--- config.mk ---
export PLATFORM = sky130hd
export DESIGN_NAME = acir_regs
export DESIGN_NICKNAME = d
export VERILOG_FILES = /design/src/acir_pkg.sv /design/src/acir_flag.sv /design/src/acir_regs.sv
export SDC_FILE = /design/constraint.sdc
export NUM_CORES = 1
export LEC_CHECK = 0
export BUFFER_PORTS_ARGS = -buffer_cell sky130_fd_sc_hd__buf_2
export CORE_MARGIN = 1.5
export CORE_UTILIZATION = 47
export CTS_BUF_LIST = sky130_fd_sc_hd__clkbuf_2 sky130_fd_sc_hd__clkbuf_4 sky130_fd_sc_hd__clkbuf_8
export CTS_CLUSTER_SIZE = 12
export DETAILED_ROUTE_END_ITERATION = 16
export GPL_TIMING_DRIVEN = 0
export PLACE_DENSITY = 0.81
export SLEW_MARGIN = 20
export SYNTH_ARGS = -nofsm -noshare
export SYNTH_HDL_FRONTEND = slang
export SYNTH_SLANG_ARGS = --single-unit
--- constraint.sdc ---
create_clock -name mclk -period 2.2 [get_ports mclk]
set_input_delay 0.11 -clock mclk [delete_from_list [all_inputs] [get_ports mclk]]
set_output_delay 0.11 -clock mclk [all_outputs]
set_load 0.01 [all_outputs]
--- src/acir_pkg.sv ---
// acir_pkg: register indices, field positions and reset values of the indexed register bank.
// assumes an APB host; each 8-bit register takes one aligned 32-bit word.
package acir_pkg;
    localparam logic [7:0] idx_status = 8'h0b;
    localparam logic [7:0] idx_test_sel = 8'h0c;
    localparam logic [7:0] idx_pnp = 8'h0d;
    localparam logic [7:0] idx_csn = 8'h0e;
    localparam logic [7:0] idx_rdport = 8'h0f;
    localparam logic [7:0] idx_volume = 8'h10;
    localparam logic [7:0] idx_eeprom = 8'h11;
    localparam logic [7:0] idx_strap = 8'h12;
    localparam logic [7:0] idx_fm = 8'h13;
    localparam logic [7:0] idx_gpio = 8'h14;
    localparam logic [7:0] idx_sa_route = 8'h15;
    localparam logic [7:0] idx_sa_format = 8'h16;
    localparam logic [7:0] idx_dp_reset = 8'h0a;
    localparam int num_regs = 32;
    localparam logic [7:0] rst_zero = 8'h00;
    // writable masks, reserved bits never store
    localparam logic [7:0] mask_dp_reset = 8'hc0;
    localparam logic [7:0] mask_volume = 8'h4b;
    localparam logic [7:0] mask_eeprom = 8'hf0;
    localparam logic [7:0] mask_fm = 8'he7;
    localparam logic [7:0] mask_sa_format = 8'hfe;
    localparam int vol_up_bit = 5;
    localparam int vol_dn_bit = 4;
    localparam int vol_ist_bit = 2;
    localparam int vol_ien_bit = 6;
    localparam int ee_cap_bit = 2;
    localparam int pnp_set_bit = 1;
    localparam int modem_cap_bit = 7;
    localparam int serial_en_bit = 6;
    localparam int strap_bit = 4;
    // chip revision value is arbitrary
    localparam logic [3:0] revision_code = 4'h3;
endpackage

--- src/acir_flag.sv ---
// acir_flag: sticky event flag with clear-on-read; a new event beats the clear.
// assumes single clock mclk and synchronous reset.
`timescale 1ns/1ps
module acir_flag (
    input wire logic mclk,
    input wire logic rst,
    input wire logic set,
    input wire logic clr,
    output logic flag
);
    typedef struct packed {logic f;} acir_flag_t;
    acir_flag_t st, next_st;
    always_comb begin
        next_st = st;
        if (clr) next_st.f = 1'b0;
        if (set) next_st.f = 1'b1;
    end
    always_ff @(posedge mclk) begin
        if (rst) st <= '0;
        else st <= next_st;
    end
    assign flag = st.f;
endmodule

--- src/acir_regs.sv ---
// acir_regs: indexed control/status bank of an audio controller on APB.
// assumes datapath, pnp and button logic outside feed the status inputs.
//
// Register access over APB and the address map were left to the implementer.
`timescale 1ns/1ps
// Overview of operation
// - writing 1 to playback/capture reset bits clears that data path.
// - read-only status shows DMA, interrupt pending and FIFO empty flags.
// - pnp status reads 1 once a card select number is assigned.
// - pnp status shows four state bits and logical device enables.
// - volume up/down flags set on button press, clear on read.
// - button interrupt enable bit and clear-on-read status bit.
// - eeprom control bits drive write enable, select, clock, data directly.
// - eeprom capability reads 1 enabled; writing 0 enables.
// - pnp setting reads 0 enabled; writing 1 enables.
// - modem capability reads 1 enabled; writing 0 enables.
// - strap bit shows sampled config pin; 1 is motherboard variant.
// - ide interrupt passes through when enabled; fm and bass enables.
// - four gpio direction bits; pin select bits for gpio 2 and 3.
// - dual playback select assigns second dma to capture or playback.
// - capture source: converter when 0, serial input when 1.
// - aux converter source: fm, serial input or second dma.
// - main converter source: dma playback or serial input.
// - serial port reset bit and test mode bit.
// - slot position: last 16 bits or first 16/17 bits.
// - bit clocks per frame: 32 or more, delay or pulse mode.
// - clock and frame sync polarity invert when 0.
// - pulse frame mode enabled when bit is 1.
module acir_regs (
    input wire logic mclk,
    input wire logic rst,
    input wire logic psel,
    input wire logic penable,
    input wire logic pwrite,
    input wire logic [11:0] paddr,
    input wire logic [31:0] pwdata,
    output logic [31:0] prdata,
    output logic pready,
    output logic pslverr,
    input wire logic [7:0] dp_status,
    input wire logic csn_assigned,
    input wire logic [7:0] csn_value,
    input wire logic [7:0] read_port,
    input wire logic [3:0] pnp_state,
    input wire logic [2:0] ldev_enable,
    input wire logic vol_up_press,
    input wire logic vol_dn_press,
    input wire logic strap_pin,
    input wire logic ide_irq_in,
    input wire logic [3:0] gpio_in,
    output logic playback_clear,
    output logic capture_clear,
    output logic [3:0] test_sel,
    output logic vol_irq,
    output logic master_mute,
    output logic [1:0] vol_irq_select,
    output logic ee_write_en,
    output logic ee_cs,
    output logic ee_clk,
    output logic ee_din,
    output logic ee_capable,
    output logic pnp_enabled,
    output logic modem_capable,
    output logic serial_port_en,
    output logic ide_irq_out,
    output logic hi_byte_oe_en,
    output logic irq34_en,
    output logic bass_en,
    output logic fm_enhanced,
    output logic fm_external,
    output logic [3:0] gpio_oe,
    output logic gpio3_alt_pin,
    output logic gpio2_alt_pin,
    output logic [1:0] shift_clock_select,
    output logic [1:0] sao_source,
    output logic dual_playback_select,
    output logic capture_source_select,
    output logic aux_converter_source_select,
    output logic main_converter_source_select,
    output logic [1:0] aux_source,
    output logic serial_port_reset,
    output logic serial_port_test,
    output logic slot_position_select,
    output logic bit_clocks_per_frame,
    output logic sclk_invert,
    output logic frame_sync_invert,
    output logic pulse_frame_mode
);
    import acir_pkg::*;

    typedef struct packed {
        logic [7:0] dp_reset;
        logic [7:0] test_sel;
        logic [7:0] volume;
        logic [7:0] eeprom;
        logic ee_cap_off;
        logic pnp_on;
        logic modem_off;
        logic serial_en;
        logic strap;
        logic strap_taken;
        logic [7:0] fm;
        logic [7:0] gpio;
        logic [7:0] sa_route;
        logic [7:0] sa_format;
        logic rd_wait;
        logic [31:0] rdata;
    } acir_state_t;

    acir_state_t st, next_st;
    logic wr_en, rd_en;
    logic [7:0] idx;
    logic [7:0] wb;
    logic [7:0] rd_byte;
    logic up_flag, dn_flag, ist_flag;
    logic rd_volume;
    logic rd_load;

    // writes finish in their first access cycle; reads take one wait state so that
    // the registered read data already stands when pready is sampled high
    assign pready = !(rd_en && !st.rd_wait);
    assign pslverr = 1'b0;
    assign wr_en = psel && penable && pwrite;
    assign rd_en = psel && penable && !pwrite;
    assign rd_load = rd_en && !st.rd_wait;
    assign idx = {2'b00, paddr[7:2]};
    assign wb = pwdata[7:0];
    // flags clear at the edge that captures them, so no press is lost unseen
    assign rd_volume = rd_load && (idx == idx_volume);

    acir_flag u_up (.mclk(mclk), .rst(rst), .set(vol_up_press), .clr(rd_volume),
        .flag(up_flag));
    acir_flag u_dn (.mclk(mclk), .rst(rst), .set(vol_dn_press), .clr(rd_volume),
        .flag(dn_flag));
    acir_flag u_ist (.mclk(mclk), .rst(rst),
        .set((vol_up_press || vol_dn_press) && st.volume[vol_ien_bit]),
        .clr(rd_volume), .flag(ist_flag));

    always_comb begin
        rd_byte = 8'h00;
        case (idx)
            idx_dp_reset: rd_byte = st.dp_reset;
            idx_status: rd_byte = dp_status;
            idx_pnp: rd_byte = {csn_assigned, ldev_enable, pnp_state};
            idx_csn: rd_byte = csn_value;
            idx_rdport: rd_byte = read_port;
            idx_volume: rd_byte = {1'b0, st.volume[vol_ien_bit], up_flag, dn_flag,
                st.volume[3], ist_flag, st.volume[1:0]};
            idx_eeprom: rd_byte = {st.eeprom[7:4], 1'b0, !st.ee_cap_off,
                !st.pnp_on, 1'b0};
            idx_strap: rd_byte = {!st.modem_off, st.serial_en, 1'b0, st.strap,
                revision_code};
            idx_fm: rd_byte = st.fm;
            idx_gpio: rd_byte = st.gpio;
            idx_sa_route: rd_byte = st.sa_route;
            idx_sa_format: rd_byte = st.sa_format;
            default: rd_byte = 8'h00;
        endcase
    end

    always_comb begin
        next_st = st;
        // strap caught on the first edge after reset release, never under reset
        if (!st.strap_taken) begin
            next_st.strap = strap_pin;
            next_st.strap_taken = 1'b1;
        end
        if (rd_load) next_st.rdata = {24'h000000, rd_byte};
        next_st.rd_wait = rd_load;
        if (wr_en) begin
            case (idx)
                idx_dp_reset: next_st.dp_reset = wb & mask_dp_reset;
                idx_test_sel: next_st.test_sel = wb;
                idx_volume: next_st.volume = wb & mask_volume;
                idx_eeprom: begin
                    next_st.eeprom = wb & mask_eeprom;
                    next_st.ee_cap_off = wb[ee_cap_bit];
                    next_st.pnp_on = wb[pnp_set_bit];
                end
                idx_strap: begin
                    next_st.modem_off = wb[modem_cap_bit];
                    next_st.serial_en = wb[serial_en_bit];
                end
                idx_fm: next_st.fm = wb & mask_fm;
                idx_gpio: next_st.gpio = wb;
                idx_sa_route: next_st.sa_route = wb;
                idx_sa_format: next_st.sa_format = wb & mask_sa_format;
                default: ;
            endcase
        end
    end

    always_ff @(posedge mclk) begin
        if (rst) begin
            st <= '0;
        end else begin
            st <= next_st;
        end
    end

    assign prdata = st.rdata;
    assign playback_clear = st.dp_reset[7];
    assign capture_clear = st.dp_reset[6];
    assign test_sel = st.test_sel[3:0];
    assign vol_irq = ist_flag;
    assign master_mute = st.volume[3];
    assign vol_irq_select = st.volume[1:0];
    assign ee_write_en = st.eeprom[7];
    assign ee_cs = st.eeprom[6];
    assign ee_clk = st.eeprom[5];
    assign ee_din = st.eeprom[4];
    assign ee_capable = !st.ee_cap_off;
    assign pnp_enabled = st.pnp_on;
    assign modem_capable = !st.modem_off;
    assign serial_port_en = st.serial_en;
    assign ide_irq_out = st.fm[7] && ide_irq_in;
    assign hi_byte_oe_en = st.fm[6];
    assign irq34_en = st.fm[5];
    assign bass_en = st.fm[2];
    assign fm_enhanced = st.fm[1];
    assign fm_external = st.fm[0];
    assign gpio_oe = {st.gpio[6], st.gpio[4], st.gpio[2], st.gpio[0]};
    assign gpio3_alt_pin = st.gpio[7];
    assign gpio2_alt_pin = st.gpio[5];
    assign shift_clock_select = st.sa_route[7:6];
    assign sao_source = st.sa_route[5:4];
    assign dual_playback_select = st.sa_route[3];
    assign capture_source_select = st.sa_route[2];
    assign aux_converter_source_select = st.sa_route[1];
    assign main_converter_source_select = st.sa_route[0];
    // 0 fm, 1 serial input, 2 second dma channel
    assign aux_source = !st.sa_route[1] ? 2'd0 : (st.sa_route[3] ? 2'd2 : 2'd1);
    assign serial_port_reset = st.sa_format[7];
    assign serial_port_test = st.sa_format[6];
    assign slot_position_select = st.sa_format[5];
    assign bit_clocks_per_frame = st.sa_format[4];
    assign sclk_invert = !st.sa_format[3];
    assign frame_sync_invert = !st.sa_format[2];
    assign pulse_frame_mode = st.sa_format[1];

    a_flag_read_clear: assert property (@(posedge mclk) disable iff (rst)
        rd_volume && !vol_up_press |=> !up_flag) else $error("up flag not cleared");
    a_flag_set_wins: assert property (@(posedge mclk) disable iff (rst)
        vol_dn_press |=> dn_flag) else $error("down press lost");
    a_irq_gate: assert property (@(posedge mclk) disable iff (rst)
        vol_up_press && !st.volume[vol_ien_bit] && !ist_flag |=> !ist_flag)
        else $error("irq set while disabled");
    a_ide_route: assert property (@(posedge mclk) disable iff (rst)
        ide_irq_out == (ide_irq_in && fm_enabled_ide())) else $error("ide route");
    a_ee_polarity: assert property (@(posedge mclk) disable iff (rst)
        wr_en && idx == idx_eeprom |=> ee_capable == !$past(wb[ee_cap_bit]))
        else $error("eeprom cap polarity");
    a_pnp_polarity: assert property (@(posedge mclk) disable iff (rst)
        wr_en && idx == idx_eeprom |=> pnp_enabled == $past(wb[pnp_set_bit]))
        else $error("pnp setting polarity");
    a_modem_read: assert property (@(posedge mclk) disable iff (rst)
        rd_load && idx == idx_strap |=> prdata[7] == !$past(st.modem_off))
        else $error("modem read");
    a_reserved_zero: assert property (@(posedge mclk) disable iff (rst)
        rd_load && idx == idx_eeprom |=> prdata[0] == 1'b0 && prdata[31:8] == 24'h0)
        else $error("reserved bits nonzero");
    a_read_wait: assert property (@(posedge mclk) disable iff (rst)
        rd_load |-> !pready ##1 pready) else $error("read wait state");
    a_dp_reset_store: assert property (@(posedge mclk) disable iff (rst)
        wr_en && idx == idx_dp_reset |=> playback_clear == $past(wb[7]))
        else $error("playback reset store");
    a_sclk_polarity: assert property (@(posedge mclk) disable iff (rst)
        wr_en && idx == idx_sa_format |=> sclk_invert == !$past(wb[3]))
        else $error("sclk polarity");
    a_aux_source: assert property (@(posedge mclk) disable iff (rst)
        aux_converter_source_select && dual_playback_select |-> aux_source == 2'd2)
        else $error("aux source");
    a_status_read: assert property (@(posedge mclk) disable iff (rst)
        rd_load && idx == idx_status |=> prdata[7:0] == $past(dp_status))
        else $error("status read");

    c_vol_read: cover property (@(posedge mclk) up_flag ##1 rd_volume);
    c_ee_write: cover property (@(posedge mclk) wr_en && idx == idx_eeprom);
    c_sa_reset: cover property (@(posedge mclk) serial_port_reset);

    function automatic logic fm_enabled_ide();
        return st.fm[7];
    endfunction
endmodule

==> results of run 1 <==
==> report_power, final <==
| group | internal [W] | leakage, nW | switching, W |
|---|---|---|---|
| Clock | 0.000549 | 0.0943 | 0.000472 |
| Sequential | 0.00111 | 0.492 | 0.00000406 |
| Combinational | 0.000104 | 1.33 | 0.000170 |
==> path summary, 6_finish.rpt <==
check | start | endpoint | slack [ns]
max | paddr[3] | prdata[5]$_SDFFE_PP0N_ | 0.46
min | strap_pin | st[66]$_SDFFE_PP0N_ | 0.003
max reg2reg | st[32]$_SDFF_PP0_ | prdata[2]$_SDFFE_PP0N_ | 0.49
min reg2reg | st[35]$_SDFFE_PP0P_ | st[35]$_SDFFE_PP0P_ | 0.46
==> cell usage after synthesis, drive strengths merged, types with 2 or more instances <==
| master | number | area share, % |
|---|---|---|
| a211oi | 2 | 0.45 |
| a21oi | 45 | 6.7 |
| a221oi | 11 | 3.2 |
| a22o | 3 | 0.78 |
| a22oi | 4 | 0.90 |
| a31oi | 2 | 0.37 |
| a32oi | 5 | 1.3 |
| and2 | 3 | 0.56 |
| buf | 55 | 12 |
| clkbuf | 14 | 1.6 |
| dfxtp | 61 | 36 |
| inv | 6 | 0.67 |
| mux2i | 24 | 7.2 |
| nand2 | 77 | 8.6 |
| nand2b | 2 | 0.37 |
| nand3 | 24 | 3.7 |
| nand3b | 2 | 0.45 |
| nand4bb | 2 | 0.67 |
| nor2 | 28 | 3.3 |
| nor2b | 3 | 0.56 |
| nor3 | 9 | 2.5 |
| o21ai | 10 | 1.5 |
| o22ai | 2 | 0.37 |
| or3b | 3 | 0.78 |
==> stage by stage <==
stage | instances | worst slack [ns]
3_3_place_gp | 645 | 0.178
3_5_place_dp | 645 | 0.175
5_1_grt | 663 | 0.345
2_1_floorplan | 442 | 0.611
4_1_cts | 663 | 0.517
6_report | 663 | 0.459
==> state kept, by name (all words and copies together) (netlist names), 2 cells and up <==
| register | cells |
|---|---|
| gpio_oe | 4 |
| prdata | 8 |
| sao_source | 2 |
| shift_clock_select | 2 |
| st | 11 |
| test_sel | 4 |
| vol_irq_select | 2 |
==> cell families after synthesis <==
group	Yosys count
other	1
DFF	61
AOI/OAI and AO/OA	93
muxes	25
and+or+nand+nor	163
buffers and inverters	75
==> final cells by class <==
cell class	count	area (sq um)	share of cell area, %
plain buffers	69	443	10.3
clock buffers	10	138	3.19
clock inverters	6	62.6	1.45
inverters	6	22.5	0.521
multi-input cells	306	1760	40.7
flip-flops and latches	61	1220	28.3
well taps	96	120	2.78
repair buffers	109	556	12.9
==> repair_timing <==
action / in CTS / in global routing
resized for setup: 0 / 0
hold buffers: 2 / 0
hold endpoints to repair: 2 / 0
==> routing by layer <==
| layer | share of wire (%) | wire [um] |
|---|---|---|
| met5 | 0 | 0 |
| met4 | 2.3 | 262 |
| met3 | 12 | 1410 |
| met2 | 45 | 5140 |
| met1 | 40 | 4550 |
==> worst register-to-register path, stage by stage (launching register included) <==
cell and delay [ns]:
dfxtp_1 0.30, nand4bb_1 0.27, clkbuf_1 0.37, nand2_1 0.18, nand3_1 0.11, nor3_1 0.05
a221oi_1 0.32
==> results list, run 1 <==
* Global-route track usage on met2: 47.8%
- Wire length of the first global-routing pass: 17.0 mm
- Across the VDD grid, the largest voltage drop is 0.349 mV.
- After detailed routing, the number of remaining DRC violations is 0.
- Dividing the synthesized area by the synthesized cell count gives 8.03 sq um.
- CTS tree: yes
- The net count of the finished layout is 651.
* Die boundary width: 87.5 um
- Fin. Hold Viols: 0
- Most used cells in the layout excluding fill and tap cells: buf_2, nand2_1, dfxtp_1
- Number of input and output port buffers inserted: 107
- The floorplan step defined a die boundary enclosing 7650 sq um.
* Seq cells post-synth: 61
- Number of antenna violations at the first check in global routing: 0
- Post-Synth Adder-Cell Area: 0%
- The post-route netlist has 33.9% of its cells at a drive strength greater than 1.
- RSZ-0062 raised after global routing: false
* Cells after Synth: 418
* Routed wire length: 11.4 mm
- Data required, critical path: 2.40 ns
- The flow ran to the end, and the final reports show no timing, DRC or antenna violations.
* Synth-to-layout area growth: 28.8%
- Along the worst hold path, the cell count comes to 3.
- Min Hold Slack: 0.00290 ns
- Final core utilization: 63.2%
- Violation count after the first detailed-route iteration: 415
- Leakage: 1.92 nW
- Arrival time at the worst endpoint: 1.94 ns
- Summed over all layers, the global routing overflow is 0.
- Clock tree synthesis inserted a total of 9 buffers.
- Share of cell area taken by muxes after synthesis: 7.50%
- Worst Reg-to-Reg Cells: 6
- Unique masters post-synth: 53
- Number of pins exceeding their max-slew limit in the final report: 0
- Library cell contributing the largest single delay on the critical path: clkbuf_1
- The core region is 6830 sq um.
* EDFF count, synth: 0
- Counting both buffers and inverters, the worst setup path holds a total of 3.
- In this run the deepest clock path goes through 2 buffers.
- Number of clock sinks seen by CTS: 61
* Height of the die: 87.5 um
- After synthesis, the share of flip-flops with an asynchronous set or reset is 0%.
- For the pin with the worst max-slew slack, the measured transition is 1.09 ns.
- During I/O placement, the number of pins put on the boundary was 170.
- The wire-length estimate of the detail-placed layout is 8.67 mm.
* Via-to-Cell Ratio: 5.40
* Fin crit period: 1.74 ns
- Number of cells on the critical path: 7
* Antenna fix cells: 0
* Achievable frequency: 574 MHz
- Summing the sequential cell areas from Yosys gives 36.4% of the chip area.
- The later pin in the worst-skew pair is clocked with a latency of 0.35 ns.
- Post-Synth XOR/XNOR Area: 0%
- Main combinational cell family by area after synthesis: simple AND/OR/NAND/NOR gates
- Mapped cell area: 3350 sq um
- Dividing total power by cell area gives a power density of 558 nW/um^2.
- Among cell families on the critical path, the largest total delay comes from buffers and inverters.
- Synth Warn #: 0
- Leaving out fill and tap cells, the most frequent cell in the layout is buf_2.
* Kind of capture point of the worst setup path: flip-flop
- After detailed routing, the average wire length per cell comes to 17.1 um.
* Slew HR: 26.9%
- The worst setup path is launched from an input pin.
* Clock transition at the register clock pins on the worst setup and hold paths after CTS: 0.07 ns
* Post-synthesis compound-gate area fraction: 18.0%
- Number of H-tree branching levels: 3
- Setup violations remaining at the end of the flow were counted as 0.
- Placer Congestion: 0.947
- Period utilisation layout: 79.2%
* Non-Filler Cell Area, Final: 4320 sq um
- Met1 Use GR: 41.4%
- The most used flip-flop cell after synthesis is dfxtp_1.
- Class of the most critical hold timing path: input pin to flip-flop
- In the global route stage, overall resource usage came out at 30.0%.
- Global routing's busiest layer: met2
- Critical path's most frequent cell: clkbuf_1
- The initial utilization of the core area, before any placement, comes to 49.1%.
- Entering global routing, the biggest net connects 12 pins.
- The count of nets left with antenna violations once routing finished came out at 0.
- The critical path is of the input pin to flip-flop type.
- The critical path goes through buf_2 > clkbuf_1 > clkbuf_1 > o21ai_0 > a22o_1 > a21oi_1 > a221oi_1.
* Setup Fix Bufs, Post-CTS: 0
* Vias in the first global route: 3127
* Maximum fanout along the worst path: 10
* Max-capacitance violation count: 0
- Skew final: 0.00783 ns
- Rows: 30
- Largest stage delay, worst path: 0.50 ns
* Simple logic cell fraction of the synthesized area: 24.1%
* Count of vias placed by the detailed router: 3578
- DR pass1 iterations: 5
* Final-layout fill cell count: 654
- The placed instances occupy a cell area of 4100 sq um.
- Routing usage on met3: 5.02%
- Total Power: 0.00241 W
- Clock Tree Root: clkbuf_8
- Adding up every negative setup slack in the final design gives 0 ns.
Note: power is estimated with default switching activity, not from simulation.
==> inputs of run 2 (changes only) <==
Settings changed: ABC_AREA set to 1, CORE_UTILIZATION 47 to 43, PLACE_DENSITY 0.81 to 0.78.
Clock period 2.2 ns to 1.6 ns, I/O delays scaled along.
==> run 2 against run 1 <==
Compared with the run above:
- final area rose by 2.5%
- global-route usage fell by 3.0 points
- wire length fell by 0.34%
- largest power group unchanged
==> results list, run 2 <==
- The run finished with clean final reports.
- STA puts the critical path data required time at 1.52 ns.
- Flip-flop count of the largest register after layout: 11
- Num ports: 170
* Unique masters post-synth: 22
* Post-synth top cells: nor2_1, nand2_1, nand3_1
- Fraction of final layout cells with drive strength greater than 1: 31.9%
* Leading cell types by total area after synthesis: dfxtp_1, nand3_1, buf_4
* Clock transition at the register clock pins on the worst setup and hold paths after CTS: 0.07 ns
- The longest clock path from root to sink contains 2 buffers.
- Clock Tree Root: clkbuf_8
- The die covers 8510 sq um.
* Violation count after the first detailed-route iteration: 280
* Period utilisation layout: 85.9%
- Setup slack closes at 0.226 ns.
* Placer Congestion: 0.984
* Most used cells in the layout excluding fill and tap cells: buf_2, nor2_1, nand2_1, nand3_1, dfxtp_1
- Setup repair after global routing left no endpoint under its margin.
- Class of the most critical hold timing path: input pin to flip-flop
* Multi-input gate area in the final layout: 1700 sq um
- Maximum fanout along the worst path: 10
* Vias in the first global route: 3437
- Adding up every negative setup slack in the final design gives 0 ns.
- After synthesis, the share of flip-flops with an asynchronous set or reset is 0%.
- In this run the vertical extent of the chip is 92.2 um.
- STA puts the critical path data arrival time at 1.29 ns.
- Total global routing overflow: 0
* Total power divided by cell area: 760 nW/um^2
- Critical path type: flip-flop to primary output
- Leading cell type by number of instances after synthesis: nor2_1
- Biggest register: st
- Max-capacitance violation count: 0
- Final-layout fill cell count: 758
- Cells after Synth: 519
* Number of antenna violations at the first check in global routing: 0
- Placed wire-length estimate: 8.76 mm
- At the end of the flow, the number of nets in the layout was 755.
- Pin count of the biggest net entering global routing: 11
- Overall Global Routing Usage: 27.0%
- After detailed routing, the average wire length per cell comes to 14.6 um.
- Synth-to-layout area growth: 29.3%
- Leakage: 2.30 nW
* Fin crit period: 1.37 ns
* Routed wire length: 11.3 mm
- Critical Path Start Type: flip-flop
- The die is 92.2 um wide.
* Top FF cell, synth: dfxtp_1
- In the routed layout, each cell is associated on average with a via count of 4.94.
* Final core utilization: 57.3%
- The first detailed-routing pass took 5 iterations.
- Worst vdd ir: 0.916 mV
- The clock tree synthesis step divided the H-tree into 3 levels.
- Number of pins exceeding their max-slew limit in the final report: 0
* Mapped cell area: 3420 sq um
- Mean cell area of the mapped netlist: 6.60 sq um
* Rows: 32
- Yosys printed 0 warnings.
- The total area inside the core boundary comes to 7730 sq um.
- Achievable frequency: 728 MHz
* Fin. Hold Viols: 0
- The later pin in the worst-skew pair is clocked with a latency of 0.34 ns.
* Post-synth top area share: 35.7%
* Total Power: 0.00336 W
- Sequential element share of the synthesized area: 35.7%
- Number of input and output port buffers inserted: 109
* Kind of capture point of the worst setup path: primary output
- Number of CTS-inserted buffers: 9
- In the final layout, flip-flops and latches occupy 1220 sq um.
- Number of clock sinks seen by CTS: 61
- Yosys mapped a number of flops with a built-in enable equal to 0.
* Seq cells post-synth: 61
* Antenna fix cells: 0
- Count of vias placed by the detailed router: 3815
- For this configuration, the core starts out at a cell density of 44.3%.
- Between clock sinks in the finished design, the worst skew comes to 0.00918 ns.
- CTS tree: yes
- DRT antenna net count: 0
- Wire length of the first global-routing pass: 17.5 mm
- Final count of negative-setup-slack endpoints: 0
- Pre-CTS setup slack: 0.106 ns
- Most common library cell in the layout ignoring fill and taps: buf_2
- Residual DRC: 0
- Dominant cell type by area after synthesis: dfxtp_1
run 2: worst paths after layout:
| check | from | end | slack, ns | cells after the start |
|---|---|---|---|---|
| hold reg to reg | st[65]$_SDFF_PP0_ | st[66]$_SDFFE_PP0N_ | 0.43 | 1 |
| hold / removal | strap_pin | st[66]$_SDFFE_PP0N_ | 0.04 | 3 |
| setup / recovery | st[32]$_SDFF_PP0_ | pready | 0.23 | 3 |
| setup reg to reg | serial_port_test$_SDFFE_PP0P_ | prdata[6]$_SDFFE_PP0N_ | 0.50 | 6 |
run 2: stage by stage:
step	std cells	hold slack (ns)	cell area, sq um
3_3_place_gp	754	0.310	4190
3_5_place_dp	754	0.330	4190
6_report	773	0.0367	4430
5_1_grt	773	0.0642	4430
2_1_floorplan	543	0.197	3510
4_1_cts	772	0.0245	4420
run 2: cells by family after synthesis:
| family | synth area share, % |
|---|---|
| compound gates | 11.4 |
| buf+inv | 17.5 |
| flops | 35.7 |
| simple gates | 35.4 |
| other cells | 0.110 |
run 2: final cells by class:
cell class                 count  share of cell area (%)
multi-input combinational    374                    38.3
sequential                    61                    27.6
timing repair buffer         112                    12.9
buffer                        62                    9.61
inverter                      46                    3.93
clock buffer                  13                    3.76
tap                          102                    2.88
clock inverter                 3                   0.989
run 2: worst max-delay path: stages, from the launching register on:
cell	delay, ns
dfxtp_1	0.33
nor3_4	0.25
clkinv_2	0.18
buf_2	0.18
run 2: report_power, final:
part           internal (W)  total [W]  switching, W
logic              0.000139   0.000373      0.000234
clock network      0.000840    0.00145      0.000612
registers           0.00153    0.00154    0.00000873
total               0.00251    0.00336      0.000855
run 2: layer usage:
layer / share of wire [%] / global-route usage (%) / wire, um / up-vias
li1: - / - / - / 1901
met1: 43 / 36.8 / 4860 / 1676
met4: 1.9 / 9.36 / 214 / 0
met5: 0 / 0 / 0 / -
met2: 44 / 41.5 / 5020 / 219
met3: 11 / 6.55 / 1220 / 19
run 2: what timing repair did:
item	CTS	global route
gates resized for setup	1	0
buffers inserted	0	1
hold buffers	2	0
cloned	0	0
endpoints found under the setup margin	1	1
pin swaps	0	1
hold endpoints to repair	2	0
